**src/verilog/napc_map.svh**
```systemverilog
// packet ids, payload lengths and buffer sizes for the aux packet codec
`ifndef NAPC_MAP_SVH
`define NAPC_MAP_SVH
`define NAPC_ID_MAG 8'h32
`define NAPC_ID_ODO 8'h33
`define NAPC_ID_TIME 8'h34
`define NAPC_ID_DEPTH 8'h35
`define NAPC_ID_GEOID 8'h36
`define NAPC_ID_RTCM 8'h37
`define NAPC_ID_WIND 8'h39
`define NAPC_ID_HEAVE 8'h3A
`define NAPC_LEN_MAG 8'h0C
`define NAPC_LEN_ODO 8'h14
`define NAPC_LEN_TIME 8'h08
`define NAPC_LEN_DEPTH 8'h08
`define NAPC_LEN_GEOID 8'h04
`define NAPC_LEN_RTCM_MAX 8'hFF
`define NAPC_LEN_WIND 8'h0C
`define NAPC_LEN_HEAVE 8'h10
`define NAPC_FIFO_DEPTH 32
`define NAPC_FIFO_WIDTH 9
`endif

```
**src/verilog/napc_pkg.sv**
```systemverilog
// types and packet table lookups shared by both ends of the codec
`include "napc_map.svh"
package napc_pkg;
   typedef logic [19:0][7:0] napc_pay_t;
   typedef logic [11:0][7:0] napc_wpay_t;
   typedef enum logic [2:0] {DV_ID, DV_LEN, DV_PAY, DV_DROP, DV_TID, DV_TLEN, DV_TPAY} napc_dev_e;
   typedef enum logic [1:0] {HT_IDLE, HT_ID, HT_LEN, HT_PAY} napc_htx_e;
   typedef enum logic [1:0] {HR_ID, HR_LEN, HR_PAY} napc_hrx_e;

   function automatic logic [7:0] napc_len(input logic [7:0] id);
      case (id)
         `NAPC_ID_MAG: napc_len = `NAPC_LEN_MAG;
         `NAPC_ID_ODO: napc_len = `NAPC_LEN_ODO;
         `NAPC_ID_TIME: napc_len = `NAPC_LEN_TIME;
         `NAPC_ID_DEPTH: napc_len = `NAPC_LEN_DEPTH;
         `NAPC_ID_GEOID: napc_len = `NAPC_LEN_GEOID;
         `NAPC_ID_WIND: napc_len = `NAPC_LEN_WIND;
         `NAPC_ID_HEAVE: napc_len = `NAPC_LEN_HEAVE;
         default: napc_len = 8'h00;
      endcase
   endfunction

   function automatic logic napc_readable(input logic [7:0] id);
      napc_readable = (napc_len(id) != 8'h00);
   endfunction

   function automatic logic napc_writable(input logic [7:0] id);
      napc_writable = (id == `NAPC_ID_DEPTH) || (id == `NAPC_ID_WIND) || (id == `NAPC_ID_RTCM);
   endfunction

   // rtcm is variable, 1 to 255 bytes; the 8-bit length field caps it
   function automatic logic napc_write_ok(input logic [7:0] id, input logic [7:0] len);
      if (id == `NAPC_ID_RTCM) begin
         napc_write_ok = (len != 8'h00) && (len <= `NAPC_LEN_RTCM_MAX);
      end else begin
         napc_write_ok = napc_writable(id) && (len == napc_len(id));
      end
   endfunction
endpackage

```
**src/verilog/napc_link_if.sv**
```systemverilog
// byte stream link between host and device ends
`timescale 1ns/1ps
interface napc_link_if;
   logic h2d_valid;
   logic h2d_ready;
   logic [7:0] h2d_data;
   logic h2d_last;
   logic d2h_valid;
   logic d2h_ready;
   logic [7:0] d2h_data;
   logic d2h_last;
   modport dev (input h2d_valid, h2d_data, h2d_last, d2h_ready,
      output h2d_ready, d2h_valid, d2h_data, d2h_last);
   modport host (output h2d_valid, h2d_data, h2d_last, d2h_ready,
      input h2d_ready, d2h_valid, d2h_data, d2h_last);
endinterface

```
**src/verilog/napc_device.sv**
```systemverilog
// device end: receive fifo, packet check and field codec
// Behaviour
// [RULE1] id 50 read only, 12 byte magnetic field
// [RULE2] id 51 read only, 20 byte odometer state
// [RULE3] id 52 read only, 8 byte time
// [RULE4] id 53 read write, depth and deviation
// [RULE5] depth positive means below mean sea level
// [RULE6] id 54 read only, 4 byte geoid height
// [RULE7] msl height and depth derived from geoid height
// [RULE8] id 55 write only, rtcm bytes passed opaque
// [RULE9] id 57 read write, wind north east deviation
// [RULE10] wind write freezes estimator to written values
// [RULE11] wind valid only with external air data
// [RULE12] id 58 read only, four heave points
// [RULE13] bad length or read-only write is discarded
`timescale 1ns/1ps
`include "napc_map.svh"
module napc_fifo
   import napc_pkg::*;
#(
   parameter int W = `NAPC_FIFO_WIDTH,
   parameter int DEPTH = `NAPC_FIFO_DEPTH
) (
   input wire logic i_sys_clk,
   input wire logic i_reset,
   input wire logic i_in_valid,
   output logic o_in_ready,
   input wire logic [W-1:0] i_in_data,
   output logic o_out_valid,
   input wire logic i_out_ready,
   output logic [W-1:0] o_out_data
);
   localparam int AW = $clog2(DEPTH);
   typedef struct packed {
      logic [DEPTH-1:0][W-1:0] mem;
      logic [AW:0] wp;
      logic [AW:0] rp;
   } napc_fifo_s;
   napc_fifo_s s_r;
   napc_fifo_s s_nxt;
   logic full;
   logic empty;

   assign empty = (s_r.wp == s_r.rp);
   assign full = (s_r.wp[AW-1:0] == s_r.rp[AW-1:0]) && (s_r.wp[AW] != s_r.rp[AW]);
   assign o_in_ready = !full;
   assign o_out_valid = !empty;
   assign o_out_data = s_r.mem[s_r.rp[AW-1:0]];

   always_comb begin
      s_nxt = s_r;
      if (i_in_valid && !full) begin
         s_nxt.mem[s_r.wp[AW-1:0]] = i_in_data;
         s_nxt.wp = s_r.wp + 1'b1;
      end
      if (i_out_ready && !empty) begin
         s_nxt.rp = s_r.rp + 1'b1;
      end
   end

   always_ff @(posedge i_sys_clk) begin
      if (i_reset) begin
         s_r <= '0;
      end else begin
         s_r <= s_nxt;
      end
   end
endmodule

module napc_device
   import napc_pkg::*;
(
   input wire logic i_sys_clk,
   input wire logic i_reset,
   napc_link_if.dev link,
   input wire logic [95:0] i_mag_xyz,
   input wire logic [159:0] i_odo_state,
   input wire logic [63:0] i_ext_time,
   input wire logic [31:0] i_geoid_height,
   input wire logic [95:0] i_wind_est,
   input wire logic [127:0] i_heave,
   input wire logic i_air_data_valid,
   output logic [31:0] o_depth,
   output logic [31:0] o_depth_sd,
   output logic o_depth_update,
   output logic [95:0] o_wind_fixed_val,
   output logic o_wind_fixed,
   output logic o_wind_valid,
   output logic o_rtcm_valid,
   output logic [7:0] o_rtcm_data,
   input wire logic i_rtcm_ready
);
   typedef struct packed {
      napc_dev_e st;
      logic [7:0] id;
      logic [7:0] len;
      logic [7:0] cnt;
      napc_wpay_t wbuf;
      napc_pay_t tbuf;
      logic [7:0] txd;
      logic [63:0] depth;
      logic depth_upd;
      logic [95:0] wind;
      logic wind_fixed;
      logic wind_valid;
      logic rt_v;
      logic [7:0] rt_d;
   } napc_dev_s;
   napc_dev_s s_r;
   napc_dev_s s_nxt;
   logic f_valid;
   logic f_ready;
   logic [8:0] f_word;
   logic [7:0] f_data;
   logic f_last;
   logic rx_st;
   logic rt_stall;
   napc_pay_t rd_pay;

   napc_fifo #(.W(`NAPC_FIFO_WIDTH), .DEPTH(`NAPC_FIFO_DEPTH)) u_rx_fifo (
      .i_sys_clk(i_sys_clk),
      .i_reset(i_reset),
      .i_in_valid(link.h2d_valid),
      .o_in_ready(link.h2d_ready),
      .i_in_data({link.h2d_last, link.h2d_data}),
      .o_out_valid(f_valid),
      .i_out_ready(f_ready),
      .o_out_data(f_word)
   );

   assign f_data = f_word[7:0];
   assign f_last = f_word[8];
   assign rx_st = (s_r.st == DV_ID) || (s_r.st == DV_LEN) || (s_r.st == DV_PAY) ||
      (s_r.st == DV_DROP);
   // rtcm sink back-pressure stalls the fifo drain, never drops a byte
   assign rt_stall = (s_r.st == DV_PAY) && (s_r.id == `NAPC_ID_RTCM) && s_r.rt_v && !i_rtcm_ready;
   assign f_ready = rx_st && !rt_stall;

   assign link.d2h_valid = (s_r.st == DV_TID) || (s_r.st == DV_TLEN) || (s_r.st == DV_TPAY);
   assign link.d2h_data = s_r.txd;
   assign link.d2h_last = (s_r.st == DV_TPAY) && (s_r.cnt + 8'h01 == s_r.len);

   assign o_depth = s_r.depth[31:0];
   assign o_depth_sd = s_r.depth[63:32];
   assign o_depth_update = s_r.depth_upd;
   assign o_wind_fixed_val = s_r.wind;
   assign o_wind_fixed = s_r.wind_fixed;
   assign o_wind_valid = s_r.wind_valid;
   assign o_rtcm_valid = s_r.rt_v;
   assign o_rtcm_data = s_r.rt_d;

   // read payloads, byte 0 of each field vector is payload offset 0
   always_comb begin
      rd_pay = '0;
      case (s_r.id)
         `NAPC_ID_MAG: rd_pay[11:0] = i_mag_xyz; // RULE1
         `NAPC_ID_ODO: rd_pay = {24'h000000, i_odo_state[135:0]}; // RULE2
         `NAPC_ID_TIME: rd_pay[7:0] = i_ext_time; // RULE3
         `NAPC_ID_DEPTH: rd_pay[7:0] = s_r.depth; // RULE4
         `NAPC_ID_GEOID: rd_pay[3:0] = i_geoid_height; // RULE6
         `NAPC_ID_WIND: rd_pay[11:0] = s_r.wind_fixed ? s_r.wind : i_wind_est; // RULE9
         `NAPC_ID_HEAVE: rd_pay[15:0] = i_heave; // RULE12
         default: rd_pay = '0;
      endcase
   end

   always_comb begin
      s_nxt = s_r;
      s_nxt.depth_upd = 1'b0;
      s_nxt.wind_valid = i_air_data_valid; // RULE11
      if (s_r.rt_v && i_rtcm_ready) begin
         s_nxt.rt_v = 1'b0;
      end
      case (s_r.st)
         DV_ID: begin
            if (f_valid) begin
               s_nxt.id = f_data;
               s_nxt.st = f_last ? DV_ID : DV_LEN;
            end
         end
         DV_LEN: begin
            if (f_valid) begin
               s_nxt.len = f_data;
               s_nxt.cnt = 8'h00;
               if (f_last) begin
                  // zero length is a read request; read of a write-only id is dropped
                  if (f_data == 8'h00 && napc_readable(s_r.id)) begin
                     s_nxt.tbuf = rd_pay;
                     s_nxt.txd = s_r.id;
                     s_nxt.st = DV_TID;
                  end else begin
                     s_nxt.st = DV_ID; // RULE13
                  end
               end else if (napc_write_ok(s_r.id, f_data)) begin
                  s_nxt.st = DV_PAY;
               end else begin
                  s_nxt.st = DV_DROP; // RULE13
               end
            end
         end
         DV_PAY: begin
            if (f_valid && f_ready) begin
               s_nxt.cnt = s_r.cnt + 8'h01;
               if (s_r.id == `NAPC_ID_RTCM) begin
                  s_nxt.rt_v = 1'b1; // RULE8
                  s_nxt.rt_d = f_data;
               end else begin
                  s_nxt.wbuf[s_r.cnt[3:0]] = f_data;
               end
               if (f_last) begin
                  s_nxt.st = DV_ID;
                  // commit only when the frame ended exactly at its length
                  if (s_r.cnt + 8'h01 == s_r.len) begin // RULE13
                     if (s_r.id == `NAPC_ID_DEPTH) begin
                        // positive depth is below mean sea level; stored as sent
                        s_nxt.depth = {s_nxt.wbuf[7:4], s_nxt.wbuf[3:0]}; // RULE4 RULE5
                        s_nxt.depth_upd = 1'b1;
                     end else if (s_r.id == `NAPC_ID_WIND) begin
                        s_nxt.wind = s_nxt.wbuf; // RULE9
                        s_nxt.wind_fixed = 1'b1; // RULE10
                     end
                  end
               end else if (s_r.cnt + 8'h01 == s_r.len) begin
                  s_nxt.st = DV_DROP; // RULE13
               end
            end
         end
         DV_DROP: begin
            if (f_valid && f_last) begin
               s_nxt.st = DV_ID;
            end
         end
         DV_TID: begin
            if (link.d2h_ready) begin
               s_nxt.len = napc_len(s_r.id);
               s_nxt.txd = napc_len(s_r.id);
               s_nxt.st = DV_TLEN;
            end
         end
         DV_TLEN: begin
            if (link.d2h_ready) begin
               s_nxt.cnt = 8'h00;
               s_nxt.txd = s_r.tbuf[0];
               s_nxt.st = DV_TPAY;
            end
         end
         DV_TPAY: begin
            if (link.d2h_ready) begin
               s_nxt.cnt = s_r.cnt + 8'h01;
               s_nxt.txd = s_r.tbuf[s_nxt.cnt[4:0]];
               if (s_r.cnt + 8'h01 == s_r.len) begin
                  s_nxt.st = DV_ID;
               end
            end
         end
         default: s_nxt.st = DV_ID;
      endcase
   end

   always_ff @(posedge i_sys_clk) begin
      if (i_reset) begin
         s_r <= '0;
      end else begin
         s_r <= s_nxt;
      end
   end
endmodule

```
**src/flat_wrapper.sv**
```systemverilog
// flat-port wrapper written by rule: the top's interface ports become plain ports
module napc_device_flat import napc_pkg::*;
  (i_sys_clk, i_reset, i_mag_xyz, i_odo_state, i_ext_time, i_geoid_height, i_wind_est, i_heave, i_air_data_valid, o_depth, o_depth_sd, o_depth_update, o_wind_fixed_val, o_wind_fixed, o_wind_valid, o_rtcm_valid, o_rtcm_data, i_rtcm_ready, link_h2d_valid, link_h2d_data, link_h2d_last, link_d2h_ready, link_h2d_ready, link_d2h_valid, link_d2h_data, link_d2h_last);
  napc_link_if link_i ();
  input wire logic i_sys_clk;
  input wire logic i_reset;
  input wire logic [95:0] i_mag_xyz;
  input wire logic [159:0] i_odo_state;
  input wire logic [63:0] i_ext_time;
  input wire logic [31:0] i_geoid_height;
  input wire logic [95:0] i_wind_est;
  input wire logic [127:0] i_heave;
  input wire logic i_air_data_valid;
  output logic [31:0] o_depth;
  output logic [31:0] o_depth_sd;
  output logic o_depth_update;
  output logic [95:0] o_wind_fixed_val;
  output logic o_wind_fixed;
  output logic o_wind_valid;
  output logic o_rtcm_valid;
  output logic [7:0] o_rtcm_data;
  input wire logic i_rtcm_ready;
  input wire logic [$bits(link_i.h2d_valid)-1:0] link_h2d_valid;
  input wire logic [$bits(link_i.h2d_data)-1:0] link_h2d_data;
  input wire logic [$bits(link_i.h2d_last)-1:0] link_h2d_last;
  input wire logic [$bits(link_i.d2h_ready)-1:0] link_d2h_ready;
  output wire logic [$bits(link_i.h2d_ready)-1:0] link_h2d_ready;
  output wire logic [$bits(link_i.d2h_valid)-1:0] link_d2h_valid;
  output wire logic [$bits(link_i.d2h_data)-1:0] link_d2h_data;
  output wire logic [$bits(link_i.d2h_last)-1:0] link_d2h_last;
  assign link_i.h2d_valid = link_h2d_valid;
  assign link_i.h2d_data = link_h2d_data;
  assign link_i.h2d_last = link_h2d_last;
  assign link_i.d2h_ready = link_d2h_ready;
  assign link_h2d_ready = link_i.h2d_ready;
  assign link_d2h_valid = link_i.d2h_valid;
  assign link_d2h_data = link_i.d2h_data;
  assign link_d2h_last = link_i.d2h_last;
  napc_device u_core (.i_sys_clk(i_sys_clk), .i_reset(i_reset), .link(link_i), .i_mag_xyz(i_mag_xyz), .i_odo_state(i_odo_state), .i_ext_time(i_ext_time), .i_geoid_height(i_geoid_height), .i_wind_est(i_wind_est), .i_heave(i_heave), .i_air_data_valid(i_air_data_valid), .o_depth(o_depth), .o_depth_sd(o_depth_sd), .o_depth_update(o_depth_update), .o_wind_fixed_val(o_wind_fixed_val), .o_wind_fixed(o_wind_fixed), .o_wind_valid(o_wind_valid), .o_rtcm_valid(o_rtcm_valid), .o_rtcm_data(o_rtcm_data), .i_rtcm_ready(i_rtcm_ready));
endmodule
```
**config.mk**
```make
export PLATFORM = sky130hd
export DESIGN_NAME = napc_device_flat
export DESIGN_NICKNAME = d
export VERILOG_FILES = /design/src/verilog/napc_pkg.sv /design/src/verilog/napc_link_if.sv /design/src/verilog/napc_device.sv /design/src/flat_wrapper.sv
export VERILOG_INCLUDE_DIRS = /design/src /design/src/verilog
export SDC_FILE = /design/constraint.sdc
export NUM_CORES = 2
export LEC_CHECK = 0
export ABC_AREA = 0
export BUFFER_PORTS_ARGS = -buffer_cell sky130_fd_sc_hd__buf_2
export CAP_MARGIN = 5
export CORE_ASPECT_RATIO = 0.5
export CORE_MARGIN = 8
export CORE_UTILIZATION = 40
export CTS_CLUSTER_SIZE = 40
export DETAILED_ROUTE_END_ITERATION = 8
export PLACE_DENSITY = 0.61
export REMOVE_ABC_BUFFERS = 1
export SLEW_MARGIN = 0
export SYNTH_ARGS = -nofsm -noshare
export SYNTH_HDL_FRONTEND = slang
export SYNTH_SLANG_ARGS = --single-unit
export TNS_END_PERCENT = 50
```
**constraint.sdc**
```tcl
create_clock -name i_sys_clk -period 4.6 [get_ports i_sys_clk]
set_input_delay 0.69 -clock i_sys_clk [delete_from_list [all_inputs] [get_ports i_sys_clk]]
set_output_delay 0.69 -clock i_sys_clk [all_outputs]
set_load 0.005 [all_outputs]
```
* Word-level counts from Yosys, hierarchy flattened
Index checks and enable logic that the tools add are counted.
Word-level totals: register bits after elaboration 739, input port bits 591
Cells by class: add/subtract/negate cells 3, $lt $le $gt $ge 7, eq/ne operators 30, muxes and demuxes 62, bitwise logic cells 6, reduce and logical (&&, ||, !) cells 46
Operators with widths (number):
- 288-bit bitwise mux | 1
- 32-bit case mux with 7 select lines | 1
- 96-bit two-way mux | 2
- 32-bit case mux with 6 select lines | 1
- 8-bit two-way mux | 18
- 32-bit case mux with 4 select lines | 1
- 104-bit two-way mux | 1
- 96-bit bitwise mux | 1
- 8-bit by 6-bit equality test with 1-bit output (second input constant) | 8
- 32-bit case mux with 2 select lines | 1
- 8-bit case mux with 4 select lines | 2
- 9-bit binary-select mux with 5-bit select | 1
- 9-bit demux with 5-bit select | 1
- 9-bit two-way mux | 5
- 8-bit binary-select mux with 5-bit select | 1
- 3-bit two-way mux | 11
- 8-bit demux with 4-bit select | 1
- 5-bit case mux with 5 select lines | 1
- 3-bit case mux with 7 select lines | 1
- 5-bit by 6-bit less-than comparator with 1-bit output (second input constant) | 3
- 2-bit != test (second input constant) | 9
- 8-bit equality test | 2
- 16-bit two-way mux | 1
- 8-bit case mux with 2 select lines | 1
- 34 further kinds | 79

* Depth between registers and ports, before layout
depth after elaboration 17, gate-level depth with buffers 17, depth with buffers taken out 9

* Modules after synthesis
A second synthesis with hierarchy kept.
Second synthesis, totals: cells, all modules 4178, area, all modules 38953.6 sq um
Modules (own cells, without submodules):
- napc_device | instances 1, cells each 2867, area an instance 25286.8 sq um, seq. area each 8788.4 sq um
- napc_fifo | instances 1, cells each 1311, area an instance 13666.9 sq um, seq. area each 6005.8 sq um

* Least setup slack after synthesis
Ideal clock, no wire load.
kind register to register, from reg u_core.s_r[436] (netlist name), to reg u_core.s_r, in the netlist u_core.link.d2h_data[7], arrival time 4375 ps, required time 4462 ps, path slack 88 ps, stages on the path, launching flop included 16, buffers on the path 7, clock period less this slack 4512 ps, path through dfxtp_1 -> buf_2 -> buf_1 -> buf_1 -> clkbuf_1 -> inv_1 -> ha_1 -> buf_2 -> buf_2 -> clkbuf_1 -> mux4_2 -> mux4_2 -> a22oi_1 -> o21ai_0 -> nand3_1 -> o21ai_0
On the way: word-level cells in the longest chain between the ends 5
Ends and longest elaborated chain:
- from (decl) | line napc_device.sv:109 | napc_dev_s s_r;
- from (signal assigned) | line napc_device.sv:264 | s_r <= s_nxt;
- 8-bit by 1-bit adder with 8-bit output | line napc_device.sv:249 | s_nxt.cnt = s_r.cnt + 8'h01;
- 8-bit binary-select mux with 5-bit select | line napc_device.sv:250 | s_nxt.txd = s_r.tbuf[s_nxt.cnt[4:0]];
- 8-bit two-way mux (implied by the code) | line napc_device.sv:250
- 8-bit two-way mux | line napc_device.sv:248 | if (link.d2h_ready) begin
- 8-bit case mux with 4 select lines | line napc_device.sv:174 | case (s_r.st)
Every way passes these cells. The select of a mux whose other input is x is not followed. A chain may end at the register's enable or synchronous reset.

* Worst setup path after layout
from reg u_core.u_rx_fifo.s_r[1] (netlist name), to reg u_core.s_r[221] (netlist name)
On the way: word-level cells in the longest chain between the ends 5, elaborated cells on any way between the ends 7
Ends and longest elaborated chain:
- from (decl) | line napc_device.sv:39 | napc_fifo_s s_r;
- from (signal assigned) | line napc_device.sv:65 | s_r <= s_nxt;
- 9-bit binary-select mux with 5-bit select | line napc_device.sv:48 | assign o_out_data = s_r.mem[s_r.rp[AW-1:0]];
- 9-bit two-way mux (implied by the code) | line napc_device.sv:48
- 8-bit logical NOT | line napc_device.sv:187 | if (f_data == 8'h00 && napc_readable(s_r.id)) begin
- 1-bit logical AND | line napc_device.sv:187
- 4-bit AND reduction (no line) *
Every way passes the cells marked *; elsewhere a longest branch is shown, timed or not. The select of a mux whose other input is x is not followed.

==> metrics.txt <==
status=complete, no violations; Comb power frac=16.1%; element type at the critical path end=flop; Hold/Removal Path Class=in -> reg; Seq/Total Area, Yosys=39.6%; top-count cell post-synth=dfxtp_1; Worst Tran Pin Value=1.24 ns; core footprint=92800 µm²; worst path bufs/invs=2; Tmin final=4.28 ns; CP dominant cell by count=a2111oi_0; pin count of the biggest net entering global routing=190; Syn Area/Cell=8.62 µm²; hold_buf cts=0; H-tree depth=3; clock network power share=39.7%; vias in the first global route=33300; first-pass GRT wire length=214 mm; Post-CTS Setup Bufs=0; CTS tree=yes; via count=35000; slowest stage delay, CP=0.74 ns; post-synth top area cell=dfxtp_1; register bit total from synthesis=739; post-synthesis cell type count=71; crit path launch type=flop; Required @ worst endpoint=5.08 ns; initial antenna violation count=16; Num CTS Buffers=70; final core occ=46.8%; Hold Vio Cnt, Final=0; num ports=774; DRT Pass-1 Iters=6; gr ovfl total=0; Max VDD drop=0.243 mV; Slowest cell on crit path=a2111oi_0; starting density of the core=40.3%; Sw Ratio=28.9%; Crit Path Class=reg -> reg; WHS=0.306 ns; detailed-route DRC error count=0; sum of negative setup slack=0 ns; Top delay family on crit path=compound AO/OA/AOI/OAI gates; final wirelength=147 mm; post-CTS sizing=0; Worst-Skew Late Latency=0.66 ns; clock slew seen by the registers of the worst setup and hold paths=0.07 ns; largest cells by area after synthesis=dfxtp_1, mux2i_1, a211oi_1, nor2_1, mux4_2; synthesized netlist cell count=4337; post-synth top area share=39.6%; RSZ-0062 raised after global routing=false; Max transition margin=17.6%; row count=79; Leak=15.5 nW; Main synth FF type=dfxtp_1; Cell Pwr Density=351 nW/µm²; via/cell ratio=5.81; YS warnings=0; post-route ant nets=0; Worst EP arrival=4.75 ns; Tot GR Track Use=26.5%; Max clock buf depth=3; crit-path cells=nand3b_1, o22a_1, o2111ai_1, o21ai_0, a2111oi_0, nand4_1, buf_4, buf_12, a2111oi_0, nor3_1; Sink Count=739; die area=104000 µm²; half-perimeter wire length after placement=105 mm; synthesized area=37400 µm²; Port Buf Inserts=749; max_cap viols=0; share of cells above drive strength 1=24.8%; Routed wire per std cell=24.4 µm; share of power burned in registers=44.2%; count of pins over their slew limit=0; fmax=0.234 GHz; Post-synth EDFFs=0; sw power=0.00440 W; area grow syn2layout=16.3%; NumNets Final=5309; clk_skew=0.0338 ns; Max Fanout on Critical Path=44; ys async rst share=0%; Die X=448 µm; period utilization=93.0%; GPL Wtd Cong=0.963; DR iter-0 viols=3762; Die Span Y=232 µm; cell internal pwr=0.0108 W; clk root buf=clkbuf_16; Synth top cells by count=dfxtp_1, nor2_1, nand2_1; setup violators final=0
-- per-stage QoR --
| stage | std cells | setup slack [ns] | power (W) | instance area, µm² |
|---|---|---|---|---|
| 2_1_floorplan | 3747 | -11.96 | 0.00824 | 34300 |
| 3_3_place_gp | 5892 | 0.417 | 0.00927 | 41100 |
| 3_5_place_dp | 5892 | 0.417 | 0.00930 | 41100 |
| 4_1_cts | 6021 | 0.397 | 0.0153 | 43500 |
| 5_1_grt | 6024 | 0.0130 | 0.0158 | 43500 |
| 6_report | 6026 | 0.323 | 0.0152 | 43500 |
-- worst register-to-register path: cells and delay by family, from the launching register on --
family / cells / cell delay [ns]
simple gates: 3 / 0.98
compound gates: 5 / 1.89
flops: 1 / 0.61
buf+inv: 2 / 0.64
-- layout by cell type (no fill, tap or decap), drive strengths merged, types with 12 or more instances in the layout --
cell and instances:
mux2i 380, nand3 30, nand2 479, a22oi 15, mux4 86, xor2 14
nand4 12, xnor2 14, o221ai 16, o21ai 380, nor3 53, clkinv 21
a221oi 67, a221o 29, clkbuf 96, inv 22, a21oi 375, buf 890
a2111oi 38, nor2 520, a22o 37, o22ai 37, dfxtp 739, a211oi 296
-- logic make-up (layout without fill, tap and decap cells) --
group	count (synthesis)	count (layout)	share of synthesized area [%]
simple gates	1157	1157	12.7
flops	739	739	39.6
xor+xnor	29	29	0.720
other cells	0	5	0
fa+ha+maj	9	9	0.301
compound gates	1321	1321	22.5
mux	475	475	15.6
buf+inv	607	1036	8.52
-- registers in the layout, indices dropped and copies added (netlist names) --
signal	cells
u_core.link.d2h_data	8
u_core.o_depth	32
u_core.o_depth_sd	32
u_core.o_depth_update	1
u_core.o_rtcm_data	8
u_core.o_rtcm_valid	1
u_core.o_wind_fixed	1
u_core.o_wind_fixed_val	96
u_core.o_wind_valid	1
u_core.s_r	259
u_core.u_rx_fifo.s_r	300
-- power groups by stage --
| stage | clock [W] | sequential (W) | combinational [W] |
|---|---|---|---|
| 6_report | 0.00605 | 0.00674 | 0.00246 |
| 5_1_grt | 0.00642 | 0.00676 | 0.00263 |
| 4_1_cts | 0.00617 | 0.00673 | 0.00243 |
| 3_5_place_dp | 0 | 0.00688 | 0.00242 |
| 3_3_place_gp | 0 | 0.00687 | 0.00239 |
| 2_1_floorplan | 0 | 0.00700 | 0.00125 |
-- layer usage --
metal,global-route usage [%],vias up,part of all wire (%)
met4,8.06,4,2.9
met1,35.4,17100,42
li1,-,16200,-
met3,5.19,276,7.7
met2,43.3,1397,47
met5,0,-,0.018
-- cell type report --
| type | instances | area [µm²] |
|---|---|---|
| Tap cell | 1255 | 1570 |
| Inverter | 17 | 63.8 |
| Clock buffer | 96 | 2000 |
| Timing Repair Buffer | 890 | 5100 |
| Sequential cell | 739 | 14800 |
| Multi-Input combinational cell | 2991 | 19600 |
| Fill cell | 8924 | 49300 |
| Clock inverter | 33 | 359 |
| Antenna cell | 5 | 12.5 |
-- worst paths after layout --
| check | from | endpoint | slack, ns | cells after the start |
|---|---|---|---|---|
| setup / recovery | u_core.u_rx_fifo.s_r[1]$_SDFFE_PP0P_ | u_core.s_r[221]$_SDFFE_PP0P_ | 0.32 | 10 |
| hold / removal | i_odo_state[134] | u_core.s_r[314]$_SDFFE_PP0P_ | 0.31 | 3 |
| setup reg to reg | u_core.u_rx_fifo.s_r[1]$_SDFFE_PP0P_ | u_core.s_r[221]$_SDFFE_PP0P_ | 0.32 | 10 |
| hold reg to reg | u_core.s_r[276]$_SDFFE_PP0P_ | u_core.s_r[276]$_SDFFE_PP0P_ | 0.45 | 2 |
No activity file was read; power rests on OpenSTA's default activity.
